`src/verilog/llp_map.vh`:
```
`ifndef LLP_MAP_VH
`define LLP_MAP_VH

// Register word offsets (Avalon word addressing)
`define LLP_OFS_STATUS     2'h0
`define LLP_OFS_TIMER_MS   2'h1
`define LLP_OFS_CURRENT    2'h2
`define LLP_OFS_CTRL       2'h3

// Status field positions
`define LLP_ST_CODE_LSB    0
`define LLP_ST_CODE_MSB    4
`define LLP_ST_MODE_LSB    8
`define LLP_ST_MODE_MSB    9
`define LLP_ST_PUMP_LSB    12
`define LLP_ST_PUMP_MSB    13
`define LLP_ST_SHUTDOWN    16
`define LLP_ST_TIMER_EN    17
`define LLP_ST_EXPIRED     18
`define LLP_ST_ON          19

// Control field positions
`define LLP_CTRL_TIMER_ALLOW 0

// Reset values
`define LLP_RST_TIMER_MS   16'h03e8
`define LLP_RST_CTRL       1'h1

// Output mode codes
`define LLP_MODE_OFF       2'h0
`define LLP_MODE_FLASH     2'h1
`define LLP_MODE_TORCH     2'h2

// Pump conversion mode codes
`define LLP_PUMP_1X        2'h0
`define LLP_PUMP_1P5X      2'h1
`define LLP_PUMP_2X        2'h2

// Level codes
`define LLP_CODE_MAX       5'h10
`define LLP_CODE_LAST_HIGH 5'h04

// Timing: times in their own units, clock rate in MHz
`define LLP_CLK_MHZ        20
`define LLP_T_OFF_US       500
`define LLP_LATCH_TIMEOUT_US       500
`define LLP_T_MS_US        1000

`endif

```
`src/verilog/llp_level_rom.v`:
```
`timescale 1ns/100ps
`include "llp_map.vh"

module llp_level_rom
(
  input  wire        clk_sys_in,   // System clock
  input  wire        rst_b_in,     // Async reset, active low
  input  wire [4:0]  code_in,      // Level code 0..16
  output reg  [13:0] pct_out       // Current in hundredths of percent
);

  // Percent of maximum, registered lookup
  always @(posedge clk_sys_in or negedge rst_b_in)
  begin
    if (!rst_b_in)
      pct_out <= 14'h0000;
    else
    begin
      case (code_in)
        5'h01:   pct_out <= 14'd10001;
        5'h02:   pct_out <= 14'd8911;
        5'h03:   pct_out <= 14'd7941;
        5'h04:   pct_out <= 14'd7081;
        5'h05:   pct_out <= 14'd6310;
        5'h06:   pct_out <= 14'd5620;
        5'h07:   pct_out <= 14'd5010;
        5'h08:   pct_out <= 14'd4470;
        5'h09:   pct_out <= 14'd3980;
        5'h0a:   pct_out <= 14'd3550;
        5'h0b:   pct_out <= 14'd3160;
        5'h0c:   pct_out <= 14'd2820;
        5'h0d:   pct_out <= 14'd2510;
        5'h0e:   pct_out <= 14'd2240;
        5'h0f:   pct_out <= 14'd2000;
        default: pct_out <= 14'h0000;
      endcase
    end
  end

endmodule

```
`src/verilog/llp_programmer.v`:
```
`timescale 1ns/100ps
`include "llp_map.vh"

module llp_programmer
#(
  parameter OFF_CYC = `LLP_T_OFF_US * `LLP_CLK_MHZ,  // Off timeout in cycles
  parameter LAT_CYC = `LLP_LATCH_TIMEOUT_US * `LLP_CLK_MHZ,  // Latch timeout in cycles
  parameter MS_CYC  = `LLP_T_MS_US * `LLP_CLK_MHZ    // Cycles per timer tick
)
(
  input  wire        clk_sys_in,             // System clock, 20 MHz
  input  wire        rst_b_in,               // Async reset, active low
  input  wire [1:0]  avs_address,            // Avalon word address
  input  wire        avs_read,               // Avalon read request
  input  wire        avs_write,              // Avalon write request
  input  wire [31:0] avs_writedata,          // Avalon write data
  output reg  [31:0] avs_readdata,           // Avalon read data
  output wire        avs_waitrequest,        // Avalon wait request
  input  wire        en_level_in,            // Enable/level line pin
  input  wire        flash_enable_input_in,  // Flash-enable pin level
  input  wire        timer_capacitor_pin_in, // Timing pin level, 1 = released
  input  wire        pump_headroom_ok_in,    // Pump output sustains LED current
  output reg  [4:0]  level_code_out,         // Active level code, 0 = none
  output wire [13:0] current_pct_out,        // Current, hundredths of percent
  output reg         led_on_out,             // Current source enabled
  output reg  [1:0]  out_mode_out,           // Off, flash or torch
  output reg  [1:0]  pump_mode_out,          // 1X, 1.5X or 2X
  output reg         timer_enabled_out,      // Auto-timer armed
  output reg         shutdown_out            // Device in shutdown
);

  // Two-stage synchronisers for pins
  reg  [1:0]  en_sync_r;
  reg  [1:0]  fle_sync_r;
  reg  [1:0]  tcp_sync_r;
  reg  [1:0]  hdr_sync_r;
  reg         en_prev_r;

  // Programming state
  reg  [4:0]  data_r;        // Counted rising edges
  reg  [4:0]  addr_r;        // Applied level code
  reg  [13:0] off_cnt_r;
  reg  [13:0] lat_cnt_r;
  reg         shut_r;

  // Auto-timer state
  reg  [14:0] ms_cnt_r;
  reg  [15:0] tmr_cnt_r;
  reg         tmr_run_r;
  reg         expired_r;

  // Software registers
  reg  [15:0] timer_ms_r;
  reg         ctrl_allow_r;
  reg         ack_r;

  // Decode and handshake nets
  wire        en_s;
  wire        en_rise;
  wire        fle_s;
  wire        tcp_s;
  wire        hdr_s;
  wire        off_hit;
  wire        lat_hit;
  wire        tmr_armed;
  wire [4:0]  addr_nxt;
  wire        new_high;
  wire        tmr_done;
  wire        ms_tick;
  wire        bus_req;
  wire [31:0] status_w;
  wire [13:0] pct_w;

  // High-current code test, used for old and new levels
  function is_high;
    input [4:0] code;
    begin
      is_high = (code != 5'h00) && (code <= `LLP_CODE_LAST_HIGH);
    end
  endfunction

  // Pin synchronisers
  always @(posedge clk_sys_in or negedge rst_b_in)
  begin
    if (!rst_b_in)
    begin
      en_sync_r  <= 2'h0;
      fle_sync_r <= 2'h0;
      tcp_sync_r <= 2'h0;
      hdr_sync_r <= 2'h0;
      en_prev_r  <= 1'h0;
    end
    else
    begin
      en_sync_r  <= {en_sync_r[0], en_level_in};
      fle_sync_r <= {fle_sync_r[0], flash_enable_input_in};
      tcp_sync_r <= {tcp_sync_r[0], timer_capacitor_pin_in};
      hdr_sync_r <= {hdr_sync_r[0], pump_headroom_ok_in};
      en_prev_r  <= en_sync_r[1];
    end
  end

  // Synchronised levels and line rising edge
  assign en_s    = en_sync_r[1];
  assign fle_s   = fle_sync_r[1];
  assign tcp_s   = tcp_sync_r[1];
  assign hdr_s   = hdr_sync_r[1];
  assign en_rise = en_s & ~en_prev_r;

  // Timeout detection
  // Low and high runs are exclusive, so off and latch never coincide
  assign off_hit = ~en_s && (off_cnt_r == OFF_CYC[13:0] - 14'h0001);
  assign lat_hit = en_s && (data_r != 5'h00) && (lat_cnt_r == LAT_CYC[13:0] - 14'h0001);
  assign addr_nxt = lat_hit ? data_r : addr_r;
  assign new_high = lat_hit && is_high(data_r) && !is_high(addr_r);

  // Low and high time counters
  always @(posedge clk_sys_in or negedge rst_b_in)
  begin
    if (!rst_b_in)
    begin
      off_cnt_r <= 14'h0000;
      lat_cnt_r <= 14'h0000;
    end
    else
    begin
      if (en_s || off_hit)
        off_cnt_r <= 14'h0000;
      else
        off_cnt_r <= off_cnt_r + 14'h0001;
      if (!en_s || en_rise || lat_hit)
        lat_cnt_r <= 14'h0000;
      else if (data_r != 5'h00)
        lat_cnt_r <= lat_cnt_r + 14'h0001;
    end
  end

  // Edge counting, latching and shutdown
  always @(posedge clk_sys_in or negedge rst_b_in)
  begin
    if (!rst_b_in)
    begin
      data_r <= 5'h00;
      addr_r <= 5'h00;
      shut_r <= 1'h1;
    end
    else if (off_hit)
    begin
      data_r <= 5'h00;
      addr_r <= 5'h00;
      shut_r <= 1'h1;
    end
    else
    begin
      if (en_rise)
      begin
        shut_r <= 1'h0;
        if (data_r != `LLP_CODE_MAX)
          data_r <= data_r + 5'h01;
      end
      else if (lat_hit)
      begin
        addr_r <= data_r;
        data_r <= 5'h00;
      end
    end
  end

  // Timer may run only for high codes with the pin released
  assign tmr_armed = is_high(addr_r) && tcp_s && ctrl_allow_r;
  assign ms_tick   = (ms_cnt_r == MS_CYC[14:0] - 15'h0001);
  assign tmr_done  = tmr_run_r && ms_tick && (tmr_cnt_r + 16'h0001 >= timer_ms_r);

  // Flash auto-timer
  always @(posedge clk_sys_in or negedge rst_b_in)
  begin
    if (!rst_b_in)
    begin
      ms_cnt_r  <= 15'h0000;
      tmr_cnt_r <= 16'h0000;
      tmr_run_r <= 1'h0;
      expired_r <= 1'h0;
    end
    else if (off_hit)
    begin
      ms_cnt_r  <= 15'h0000;
      tmr_cnt_r <= 16'h0000;
      tmr_run_r <= 1'h0;
      expired_r <= 1'h0;
    end
    else if (lat_hit)
    begin
      ms_cnt_r  <= 15'h0000;
      tmr_cnt_r <= 16'h0000;
      expired_r <= 1'h0;
      if (new_high)
        tmr_run_r <= 1'h1;
      else if (!is_high(data_r))
        tmr_run_r <= 1'h0;
      else
        tmr_run_r <= tmr_run_r | (addr_r == 5'h00);
    end
    else if (!tmr_armed)
    begin
      ms_cnt_r  <= 15'h0000;
      tmr_cnt_r <= 16'h0000;
    end
    else if (tmr_run_r && !expired_r)
    begin
      if (tmr_done)
      begin
        expired_r <= 1'h1;
        tmr_run_r <= 1'h0;
      end
      else if (ms_tick)
      begin
        ms_cnt_r  <= 15'h0000;
        tmr_cnt_r <= tmr_cnt_r + 16'h0001;
      end
      else
        ms_cnt_r <= ms_cnt_r + 15'h0001;
    end
  end

  // Charge pump mode: restart at 1X, step up while short of headroom
  always @(posedge clk_sys_in or negedge rst_b_in)
  begin
    if (!rst_b_in)
      pump_mode_out <= `LLP_PUMP_1X;
    else if (off_hit || lat_hit || !led_on_out)
      pump_mode_out <= `LLP_PUMP_1X;
    else if (!hdr_s)
    begin
      case (pump_mode_out)
        `LLP_PUMP_1X:   pump_mode_out <= `LLP_PUMP_1P5X;
        `LLP_PUMP_1P5X: pump_mode_out <= `LLP_PUMP_2X;
        `LLP_PUMP_2X:   pump_mode_out <= `LLP_PUMP_2X;
        default:        pump_mode_out <= `LLP_PUMP_1X;
      endcase
    end
  end

  // Output mode, level and enable
  always @(posedge clk_sys_in or negedge rst_b_in)
  begin
    if (!rst_b_in)
    begin
      out_mode_out      <= `LLP_MODE_OFF;
      level_code_out    <= 5'h00;
      led_on_out        <= 1'h0;
      timer_enabled_out <= 1'h0;
      shutdown_out      <= 1'h1;
    end
    else
    begin
      if (!en_s)
        out_mode_out <= `LLP_MODE_OFF;
      else if (fle_s)
        out_mode_out <= `LLP_MODE_TORCH;
      else
        out_mode_out <= `LLP_MODE_FLASH;
      level_code_out    <= addr_nxt;
      led_on_out        <= en_s && !shut_r && (addr_r != 5'h00) && (addr_r != `LLP_CODE_MAX) && !expired_r;
      timer_enabled_out <= tmr_armed;
      shutdown_out      <= shut_r;
    end
  end

  // Current percentage lookup
  llp_level_rom llp_level_rom_inst
  (
    .clk_sys_in (clk_sys_in),
    .rst_b_in   (rst_b_in),
    .code_in    (addr_r),
    .pct_out    (pct_w)
  );

  // Table value drives the pin directly
  assign current_pct_out = pct_w;

  // Status word
  assign status_w = {12'h000, led_on_out, expired_r, timer_enabled_out, shutdown_out,
                     2'h0, pump_mode_out, 2'h0, out_mode_out, 3'h0, level_code_out};

  // Avalon slave: one wait cycle per access
  assign bus_req         = avs_read | avs_write;
  assign avs_waitrequest = bus_req & ~ack_r;

  // Read captured in cycle 0, write committed on the acknowledged edge
  always @(posedge clk_sys_in or negedge rst_b_in)
  begin
    if (!rst_b_in)
    begin
      ack_r        <= 1'h0;
      avs_readdata <= 32'h00000000;
      timer_ms_r   <= `LLP_RST_TIMER_MS;
      ctrl_allow_r <= `LLP_RST_CTRL;
    end
    else
    begin
      ack_r <= bus_req & ~ack_r;
      if (avs_read && !ack_r)
      begin
        case (avs_address)
          `LLP_OFS_STATUS:   avs_readdata <= status_w;
          `LLP_OFS_TIMER_MS: avs_readdata <= {16'h0000, timer_ms_r};
          `LLP_OFS_CURRENT:  avs_readdata <= {18'h00000, pct_w};
          `LLP_OFS_CTRL:     avs_readdata <= {31'h00000000, ctrl_allow_r};
          default:           avs_readdata <= 32'h00000000;
        endcase
      end
      if (avs_write && ack_r)
      begin
        case (avs_address)
          `LLP_OFS_TIMER_MS: timer_ms_r   <= avs_writedata[15:0];
          `LLP_OFS_CTRL:     ctrl_allow_r <= avs_writedata[`LLP_CTRL_TIMER_ALLOW];
          default:           ctrl_allow_r <= ctrl_allow_r;
        endcase
      end
    end
  end

endmodule

```
`config.mk`:
```
export PLATFORM = sky130hd
export DESIGN_NAME = llp_programmer
export DESIGN_NICKNAME = d
export VERILOG_FILES = /design/src/verilog/llp_level_rom.v /design/src/verilog/llp_programmer.v
export VERILOG_INCLUDE_DIRS = /design/src /design/src/verilog
export SDC_FILE = /design/constraint.sdc
export NUM_CORES = 1
export LEC_CHECK = 0
export ABC_AREA = 1
export BUFFER_PORTS_ARGS = -buffer_cell sky130_fd_sc_hd__buf_2
export CAP_MARGIN = 30
export CORE_ASPECT_RATIO = 1.1
export CORE_UTILIZATION = 53
export CTS_CLUSTER_SIZE = 20
export DETAILED_ROUTE_END_ITERATION = 8
export PLACE_DENSITY = 0.79
export SLEW_MARGIN = 20
export SYNTH_ARGS = -nofsm -noshare
export SYNTH_HDL_FRONTEND = slang
export SYNTH_SLANG_ARGS = --single-unit
```
`constraint.sdc`:
```
create_clock -name clk_sys_in -period 2.6 [get_ports clk_sys_in]
set_clock_uncertainty 0.2 [all_clocks]
set_input_delay 0.52 -clock clk_sys_in [delete_from_list [all_inputs] [get_ports clk_sys_in]]
set_output_delay 0.52 -clock clk_sys_in [all_outputs]
set_load 0.005 [all_outputs]
```
Yosys cells after proc, flatten, opt, wreduce, memory -nomap -nowiden. Memory sizes are Yosys's and may differ from the RTL's. Index checks and enable logic that the tools add are counted.

ROM bits: 224. Word-level logic and storage cells: 147. Memories: 1. Bits of input ports: 42. Flip-flop bits (word level): 157. Output and inout port bits: 59.

Reduce and logical (&&, ||, !) cells: 47. Eq/ne operators: 16. $lt $le $gt $ge: 3. Bitwise operators: 7. Multiplexer cells: 43. $add $sub $neg: 5.

Memories: (no name shown) (depth 16, width 14, rd ports 1, clocked after memory_dff 0, wr ports 0, RTL line llp_level_rom.v:19) `case (code_in)`.

Operator list (number): $pmux W32 S4 (1); $mux W16 (6); $mux W15 (6); $mux W14 (4); $mux W5 (7); $add A14 B1 Y14 const B (2); $eq A14 B14 Y1 const B (2); $logic_and A1 B1 Y1 (18); $add A16 B1 Y16 const B (1); $ge A16 B16 Y1 (1); $add A15 B1 Y15 const B (1); $eq A15 B15 Y1 const B (1); $mux W1 (14); $reduce_bool A3 Y1 (4); $le A5 B3 Y1 const B (2); $ne A5 B5 Y1 const B (2); $reduce_bool A5 Y1 (2); $mux W2 (4); $ne A4 B3 Y1 const B (2); $reduce_and A2 Y1 (4); $eq A2 B2 Y1 const B (3); $logic_not A1 Y1 (6); $reduce_and A3 Y1 (2); $add A5 B1 Y5 const B (1); 13 further kinds (25).

Longest topological paths before layout. Gate-level depths: netlist of the first run.

Depth in word-level cells: 8. Mapped depth: 21. Gate-level depth less buffers: 21.

Modules after synthesis. A second synthesis of the first run with hierarchy kept.

Cells, all modules: 1023. Area total of the unflattened synthesis: 7931.4 µm².

By module, submodules not included: llp_programmer (times used 1, seq. area each 3289.4 µm², cells an instance 924, area an instance 7128.1 µm²); llp_level_rom (times used 1, seq. area each 350.3 µm², cells an instance 99, area an instance 803.3 µm²).

Worst setup path before layout of the first run. Ideal clock, no wire load.

Kind: flip-flop to flip-flop. Start: register tmr_cnt_r[0]. End: register tmr_cnt_r[5]. Arrival: 2472 ps. Slack: -190 ps. Path buffers: 1. Stages on the path, launching flop included: 22. Library setup time: 118 ps. Path through: dfrtp_1 > nand3_1 > nor2_2 > nand2_1 > nor2_2 > nand3_1 > nor2_1 > nand2_1 > nand2_1 > clkinv_1 > ha_1 > a21oi_1 > o21ai_0 > a21oi_1 > nand2_1 > nand2_2 > nand2_4 > nand2_4 > nand2_8 > buf_6 > nand2_1 > o21ai_2.

Word-level cells in the longest chain between the ends: 7. Elaborated cells between the ends (all ways): 11. Classes of those cells: add/sub (1); order compare (1); eq/ne (1); mux (6); reduce/logical (2).

Ends and longest elaborated chain: from (decl) (RTL line llp_programmer.v:48) `reg [15:0] tmr_cnt_r;`; from (signal assigned) (RTL line llp_programmer.v:218) `tmr_cnt_r <= tmr_cnt_r + 16'h0001;`; $add A16 B1 Y16 (*) (RTL line llp_programmer.v:172, llp_programmer.v:218); branches (longest 6 deep; another with $ge A16 B16 Y1).

Every way passes the cells marked *. The select of a mux whose other input is x is not followed. A chain may end at the register's enable or synchronous reset.

Final worst setup path of the first run.
Start: register tmr_cnt_r[0]. End: register tmr_cnt_r[4].

The elaborated chain is that of the path after synthesis.

==> summary.md, run 1 <==
| Metric | Value |
|---|---|
| Slowest cell on crit path | `dfrtp_1` |
| Core area | `14390 um2` |
| Worst VDD drop | `0.5082 mV` |
| Leak | `4.741 nW` |
| Top Family by Delay on Critical Path | `simple AND/OR/NAND/NOR gates` |
| Max_cap viols | `0` |
| H-tree levels | `4` |
| HPWL Detailed | `13750 um` |
| Post-synthesis xor/xnor area fraction | `2.477%` |
| Adder-Cell Fraction of Synth Area | `4.665%` |
| Clock Latency Late Sink | `420 ps` |
| Compound-Gate Fraction of Synth Area | `12.16%` |
| Initial Util | `54.06%` |
| Sequential fraction of the synthesis area | `46.79%` |
| # placed instances | `1225` |
| DRT Pass-1 Iters | `7` |
| Synth warn | `0` |
| Worst path cell trace | `nand3_2 -> nor2_4 -> nand2_4 -> nor2_4 -> xor2_1 -> ha_1 -> a21oi_1 -> o21ai_0 -> a21oi_2 -> nand2_2 -> nand2_4 -> nand2_4 -> nand2_8 -> nand2_8 -> nand2_1 -> o21ai_2` |
| Post-synth top area share | `43.75%` |
| Final instance area | `9414 um2` |
| Tcrit/Tclk final | `114.5%` |
| Placed Area | `8626 um2` |
| Post-Synth Simple-Gate Area | `25.04%` |
| Final setup margin | `-377.9 ps` |
| Worst Tran Pin Value | `774.1 ps` |
| CP max FO | `16` |
| Gr usage total | `26.87%` |
| Data required time at the worst endpoint | `2710 ps` |
| CTS tree | `done` |
| Final cell count without fillers | `1267` |
| Vias | `6903` |
| Top cell type by total area after synthesis | `dfrtp_1` |
| Post-synthesis to final-layout area growth | `21.02%` |
| Top cell by count, worst path | `nand2_4` |
| Die X | `117.5 um` |
| Crit path buf inv count | `0` |
| Slew Viols, Final | `0` |
| Overflow after GRT | `0` |
| Pint | `4.060 mW` |
| Top cells by area, synth | `dfrtp_1 44%, nand2_1 9.3%, inv_1 5.5%, ha_1 4.7%, nor2_1 4.4%` |
| Post-synth EDFFs | `0` |
| WL final | `19660 um` |
| Post-route ant nets | `0` |
| Largest net degree at the start of global routing | `44` |
| Clock share of power | `42.9%` |
| Post-synthesis mux area share | `0%` |
| Unique masters post-synth | `49` |
| Sequential share of power | `45.9%` |
| Relative slew slack | `48.34%` |
| First-pass GRT wire length | `31880 um` |
| Clock root buffer master | `clkbuf_16` |
| WHS | `14.97 ps` |
| Clk buf depth | `2` |
| Pre-CTS setup slack | `-342.3 ps` |
| Final design utilization | `65.43%` |
| Sw Ratio | `25.68%` |
| Async set or reset register ratio after synthesis | `100.0%` |
| CTS Buf Count | `17` |
| CP peak stage delay | `430 ps` |
| CP Capture Type | `flip-flop` |
| Layout cell share with drive strength beyond 1 | `23.07%` |
| WP data arrival | `3090 ps` |
| Die height | `129.1 um` |
| RD Place Congestion | `0.9023` |
| Endpoints failing setup | `33` |
| Clock Sinks | `145` |
| Setup crit start kind | `flip-flop` |
| Pwr Density | `580.3 nW/um2` |
| Clock period minus final worst setup slack | `2978 ps` |
| Syn_area_per_cell | `8.311 um2` |
| CTS clk-pin slew, worst paths | `60 ps` |
| WL/cell | `15.52 um` |
| Logic pwr share | `11.2%` |
| Max Fclk | `335.8 MHz` |
| Vias in the first global route | `6634` |
| Vias per cell | `5.448` |
| Hold/Removal Path Class | `primary input to flip-flop` |
| Synth Flop Type | `dfrtp_1` |
| Failing checks | `design-rule violations, negative setup slack` |
| DRC | `1` |
| Initial antenna violation count | `0` |
| Setup TNS | `-11200 ps` |
| FF+latch count, synth | `145` |
| RSZ-0062 raised after global routing | `yes` |
| Top Ports | `101` |
| Cell count after synthesis | `936` |
| Status | `finished, violations left` |
| Iter 0 DRT Violations | `585` |
| Port bufs | `72` |
| Full die area | `15170 um2` |
| Main combinational cell family by area after synthesis | `simple AND/OR/NAND/NOR gates` |
| Mapped Area | `7779 um2` |
| Net count, final | `1133` |
| Post-synth top cells | `193 x nand2_1, 136 x dfrtp_1, 114 x inv_1` |
| Total chip power | `5.463 mW` |
| Antenna Diode Count | `0` |
| Crit Path Category | `flip-flop to flip-flop` |
| Num rows | `46` |
| Sw power | `1.403 mW` |
| Most instantiated library cell after synthesis | `nand2_1` |
| Final Hold Viols | `0` |
[worst paths after layout]
check,start,to,slack [ps],cells after the start
max in group asynchronous,rst_b_in,timer_ms_r[8],1150,3
worst max-delay path,tmr_cnt_r[0],tmr_cnt_r[4],-380,16
worst min register to register,fle_sync_r[0],fle_sync_r[1],150,0
worst min-delay path,timer_capacitor_pin_in,tcp_sync_r[0],10,1
worst max register to register,tmr_cnt_r[0],tmr_cnt_r[4],-380,16
min in group asynchronous,rst_b_in,timer_ms_r[12],370,2
[logic make-up (layout without fill, tap and decap cells)]
| kind of cell | Yosys count | after routing |
|---|---|---|
| other cells | 1 | 12 |
| fa+ha+maj | 29 | 29 |
| flops | 145 | 145 |
| xor+xnor | 22 | 22 |
| compound gates | 160 | 160 |
| buf+inv | 157 | 284 |
| simple gates | 422 | 423 |
[registers in the layout, indices dropped and copies added, names as in the netlist, 2 cells and up]
register                    count
en_sync_r                       2
fle_sync_r                      2
lat_cnt_r                      14
hdr_sync_r                      2
out_mode_out                    2
tmr_cnt_r                      16
llp_level_rom_inst.pct_out     14
pump_mode_out                   2
avs_readdata                   20
tcp_sync_r                      2
off_cnt_r                      14
timer_ms_r                     16
data_r                          5
level_code_out                  5
ms_cnt_r                       15
addr_r                          5
[area by class of cell]
class                   instances  area (um2)
clock buffers                  22       454.2
flip-flops and latches        145        3640
repair buffers                130       829.5
clock inverters                10       111.4
well taps                     192       240.2
fillers                      1127        4975
inverters                     122       459.2
multi-input cells             646        3680
[placed cells by master, fill, tap and decap left out, types with 4 or more instances in the layout]
cell	instances
o21ai_0	42
buf_2	71
a21oi_1	57
dfrtp_1	136
dfstp_2	9
nor4_1	5
nor3_1	25
inv_2	6
nand2_2	14
o21ai_2	17
nand2_4	5
conb_1	12
nor2_1	89
o22ai_1	5
clkbuf_16	17
ha_1	26
buf_4	52
o21ai_1	11
nor2_2	8
nor2_4	7
a221oi_1	9
xnor2_1	4
nand2_1	185
nand3_1	45
xor2_1	17
nand4_1	16
nand3_2	4
inv_1	114
clkbuf_1	4
nand3_4	4
clkinv_2	5
o211ai_1	6
[power groups by stage]
stage / combinational, mW / sequential, mW / clock, mW
after CTS: 0.604 / 2.50 / 2.37
after detailed placement: 0.583 / 2.54 / 0
after global routing: 0.686 / 2.52 / 2.46
after global placement: 0.556 / 2.54 / 0
final: 0.614 / 2.51 / 2.34
after floorplan: 0.350 / 2.52 / 0
[routing by layer]
layer | routed length (um) | up-vias | global-route usage, %
met5 | 0 | - | 0
met4 | 442 | 0 | 9.502
met3 | 1076 | 44 | 6.426
met2 | 10060 | 244 | 47.48
met1 | 8080 | 3328 | 32.36
li1 | - | 3287 | -
[worst register-to-register path: stages, from the launching register on]
cell and delay, ps:
dfrtp_1 430, nand3_2 140, nor2_4 170, nand2_4 90, nor2_4 130, xor2_1 260, ha_1 320, a21oi_1 180
o21ai_0 130, a21oi_2 150, nand2_2 100, nand2_4 80, nand2_4 70, nand2_8 130, nand2_8 130, nand2_1 120
o21ai_2 60
[timing repair]
item	in CTS	in global routing
pin swaps	4	8
setup buffers	1	4
hold buffers	2	1
setup endpoints to repair	33	33
gates resized for setup	19	14
cloned	2	0
endpoints found under the hold margin	34	1
Power figures use the tool's default switching activity.
==> inputs of run 2 (changes only) <==
Settings changed: PLACE_DENSITY 0.79 to 0.77.
==> summary.md, run 2 (same netlist as run 1, synthesis figures left out) <==
| Metric | Value |
|---|---|
| Crit path buf inv count | `2 (was 0)` |
| Sw Ratio | `26.57% (was 25.68%)` |
| First-pass GRT wire length | `31740 um (was 31880 um)` |
| Full die area | `15170 um2 (unchanged)` |
| Vias in the first global route | `6627 (was 6634)` |
| CTS Buf Count | `17 (unchanged)` |
| Clock root buffer master | `clkbuf_16 (unchanged)` |
| Final Hold Viols | `0 (unchanged)` |
| Vias | `6796 (was 6903)` |
| Highest-count cells in the layout ignoring fill and taps | `179 x nand2_1, 134 x dfrtp_1, 114 x inv_1 (was 185 x nand2_1, 136 x dfrtp_1, 114 x inv_1)` |
| Gr usage total | `26.79% (was 26.87%)` |
| Max Fclk | `339.4 MHz (was 335.8 MHz)` |
| Max_cap viols | `0 (unchanged)` |
| Antenna Diode Count | `0 (unchanged)` |
| Clock period minus final worst setup slack | `2947 ps (was 2978 ps)` |
| Relative slew slack | `47.42% (was 48.34%)` |
| Clock share of power | `42.3% (was 42.9%)` |
| Clock Latency Late Sink | `430 ps (was 420 ps)` |
| Top cell by count, worst path | `nand2_2 (was nand2_4)` |
| CP max FO | `8 (was 16)` |
| Layout cell share with drive strength beyond 1 | `25.14% (was 23.07%)` |
| Min-Delay Path Depth | `1 (unchanged)` |
| Overflow after GRT | `0 (unchanged)` |
| WP data arrival | `3100 ps (was 3090 ps)` |
| Largest regs | `avs_readdata x20, timer_ms_r x16, tmr_cnt_r x16 (unchanged)` |
| Largest Register | `avs_readdata (unchanged)` |
| Initial Util | `54.06% (unchanged)` |
| H-tree levels | `4 (unchanged)` |
| Post-route ant nets | `0 (unchanged)` |
| Failing checks | `negative setup slack (was design-rule violations, negative setup slack)` |
| WL/cell | `15.17 um (was 15.52 um)` |
| Register-to-Register Path Depth | `20 (was 16)` |
| Worst path cell trace | `nand3_4 -> nor2_4 -> nand2_2 -> nor2_4 -> nand3_2 -> nor2_1 -> nand2_1 -> nand2_1 -> clkinv_2 -> ha_4 -> a21oi_2 -> o21ai_1 -> a21oi_2 -> nand2_2 -> nand2_2 -> nand2_4 -> nand2_8 -> buf_12 -> nand2_8 -> o21ai_2 (was nand3_2 -> nor2_4 -> nand2_4 -> nor2_4 -> xor2_1 -> ha_1 -> a21oi_1 -> o21ai_0 -> a21oi_2 -> nand2_2 -> nand2_4 -> nand2_4 -> nand2_8 -> nand2_8 -> nand2_1 -> o21ai_2)` |
| Die X | `117.5 um (unchanged)` |
| WL final | `19270 um (was 19660 um)` |
| RD Place Congestion | `0.9328 (was 0.9023)` |
| Endpoints failing setup | `33 (unchanged)` |
| Sequential share of power | `46.2% (was 45.9%)` |
| Top Ports | `101 (unchanged)` |
| Most common cell after layout, fill and taps aside | `nand2_1 (unchanged)` |
| Final design utilization | `66.83% (was 65.43%)` |
| Status | `finished, violations left (unchanged)` |
| Setup crit start kind | `flip-flop (unchanged)` |
| Num rows | `46 (unchanged)` |
| Instance count on the critical path | `20 (was 16)` |
| Slowest cell on crit path | `dfrtp_2 (was dfrtp_1)` |
| Max reg flops | `20 (unchanged)` |
| Worst VDD drop | `0.4737 mV (was 0.5082 mV)` |
| Initial antenna violation count | `0 (unchanged)` |
| Iter 0 DRT Violations | `559 (was 585)` |
| Worst Tran Pin Value | `787.9 ps (was 774.1 ps)` |
| DRT Pass-1 Iters | `5 (was 7)` |
| Crit Path Category | `flip-flop to flip-flop (unchanged)` |
| Clock Sinks | `145 (unchanged)` |
| WHS | `24.57 ps (was 14.97 ps)` |
| CP peak stage delay | `420 ps (was 430 ps)` |
| Net count, final | `1136 (was 1133)` |
| Die height | `129.1 um (unchanged)` |
| Tcrit/Tclk final | `113.3% (was 114.5%)` |
| Core area | `14390 um2 (unchanged)` |
| Data required time at the worst endpoint | `2750 ps (was 2710 ps)` |
| CTS clk-pin slew, worst paths | `60 ps (about the same)` |
| Final cell count without fillers | `1270 (was 1267)` |
| Leak | `4.780 nW (was 4.741 nW)` |
| Final setup margin | `-346.7 ps (was -377.9 ps)` |
| Hold/Removal Path Class | `primary input to flip-flop (unchanged)` |
| Vias per cell | `5.351 (was 5.448)` |
| # placed instances | `1225 (unchanged)` |
| Sw power | `1.440 mW (was 1.403 mW)` |
| Clk buf depth | `2 (unchanged)` |
| HPWL Detailed | `13400 um (was 13750 um)` |
| Pint | `3.978 mW (was 4.060 mW)` |
| Post-synthesis to final-layout area growth | `23.61% (was 21.02%)` |
| Pwr Density | `563.5 nW/um2 (was 580.3 nW/um2)` |
| Fill cell count | `1142 (was 1127)` |
| CP Capture Type | `flip-flop (unchanged)` |
| Setup TNS | `-9019 ps (was -11200 ps)` |
| RSZ-0062 raised after global routing | `yes (unchanged)` |
| Pre-CTS setup slack | `-316.2 ps (was -342.3 ps)` |
| Logic pwr share | `11.5% (was 11.2%)` |
| Port bufs | `72 (unchanged)` |
| Largest net degree at the start of global routing | `42 (was 44)` |
| CTS tree | `done (unchanged)` |
| Slew Viols, Final | `0 (unchanged)` |
| DRC | `0 (was 1)` |
| Top Family by Delay on Critical Path | `simple AND/OR/NAND/NOR gates (unchanged)` |
==> run 2: cell count changes in the layout (fill, tap and decap cells not counted), moves of 3 or more <==
cell / previous run / this run
buf_12: 1 / 4
o21ai_2: 17 / 21
nand2_1: 185 / 179
ha_4: 3 / 6
ha_1: 26 / 23
nand2_2: 14 / 19
==> run 2: timing repair <==
action                     in CTS  in global routing
pin swaps                      12                 10
hold endpoints to repair       31                  0
gates resized for setup        17                 39
hold buffers                    4                  0
setup endpoints to repair      33                 33
buffers inserted                3                  2
gates cloned                    3                  1
==> run 2: worst paths after layout <==
check                                  startpoint                       endpoint  slack, ps
setup / recovery                     tmr_cnt_r[1]                  tmr_cnt_r[12]       -350
hold / removal             timer_capacitor_pin_in                  tcp_sync_r[0]         20
setup reg to reg                     tmr_cnt_r[1]                  tmr_cnt_r[12]       -350
hold reg to reg                     fle_sync_r[0]                  fle_sync_r[1]        150
max in group asynchronous                rst_b_in                   tmr_cnt_r[1]       1250
min in group asynchronous                rst_b_in  llp_level_rom_inst.pct_out[2]        350
==> run 2: layout make-up <==
| cell class | instances | area [um2] | area share, % |
|---|---|---|---|
| Tap cell | 192 | 240.2 | 2.498 |
| Clock inverter | 12 | 110.1 | 1.145 |
| Inverter | 122 | 459.2 | 4.776 |
| Timing Repair Buffer | 132 | 914.6 | 9.512 |
| Clock buffer | 20 | 446.7 | 4.645 |
| Multi-Input combinational cell | 647 | 3802 | 39.54 |
| Sequential cell | 145 | 3642 | 37.88 |
==> run 2: worst reg2reg max path: stages (launching register included) <==
cell	delay (ps)
dfrtp_2	420
nand3_4	100
nor2_4	110
nand2_2	90
nor2_4	130
nand3_2	100
nor2_1	100
nand2_1	50
nand2_1	70
clkinv_2	70
ha_4	250
a21oi_2	110
o21ai_1	100
a21oi_2	150
nand2_2	100
nand2_2	100
nand2_4	70
nand2_8	140
buf_12	140
nand2_8	90
o21ai_2	160
==> run 2: routing by layer <==
layer	part of all wire (%)	GRT usage, %
met2	49	45.35
met4	3.8	14.25
met3	4.5	4.665
met5	0	0
met1	43	33.17
==> run 2: through the flow <==
stage	power (mW)	cell area [um2]
CTS	5.432	9413
global route	5.642	9615
global placement	3.093	8651
floorplan	2.872	7866
detailed placement	3.118	8651
finish	5.418	9615
==> run 2: power by group through the flow <==
stage	logic, mW	clock network, mW	registers (mW)
6_report	0.623	2.29	2.50
4_1_cts	0.595	2.33	2.50
2_1_floorplan	0.350	0	2.52
3_3_place_gp	0.557	0	2.54
5_1_grt	0.705	2.42	2.52
3_5_place_dp	0.578	0	2.54
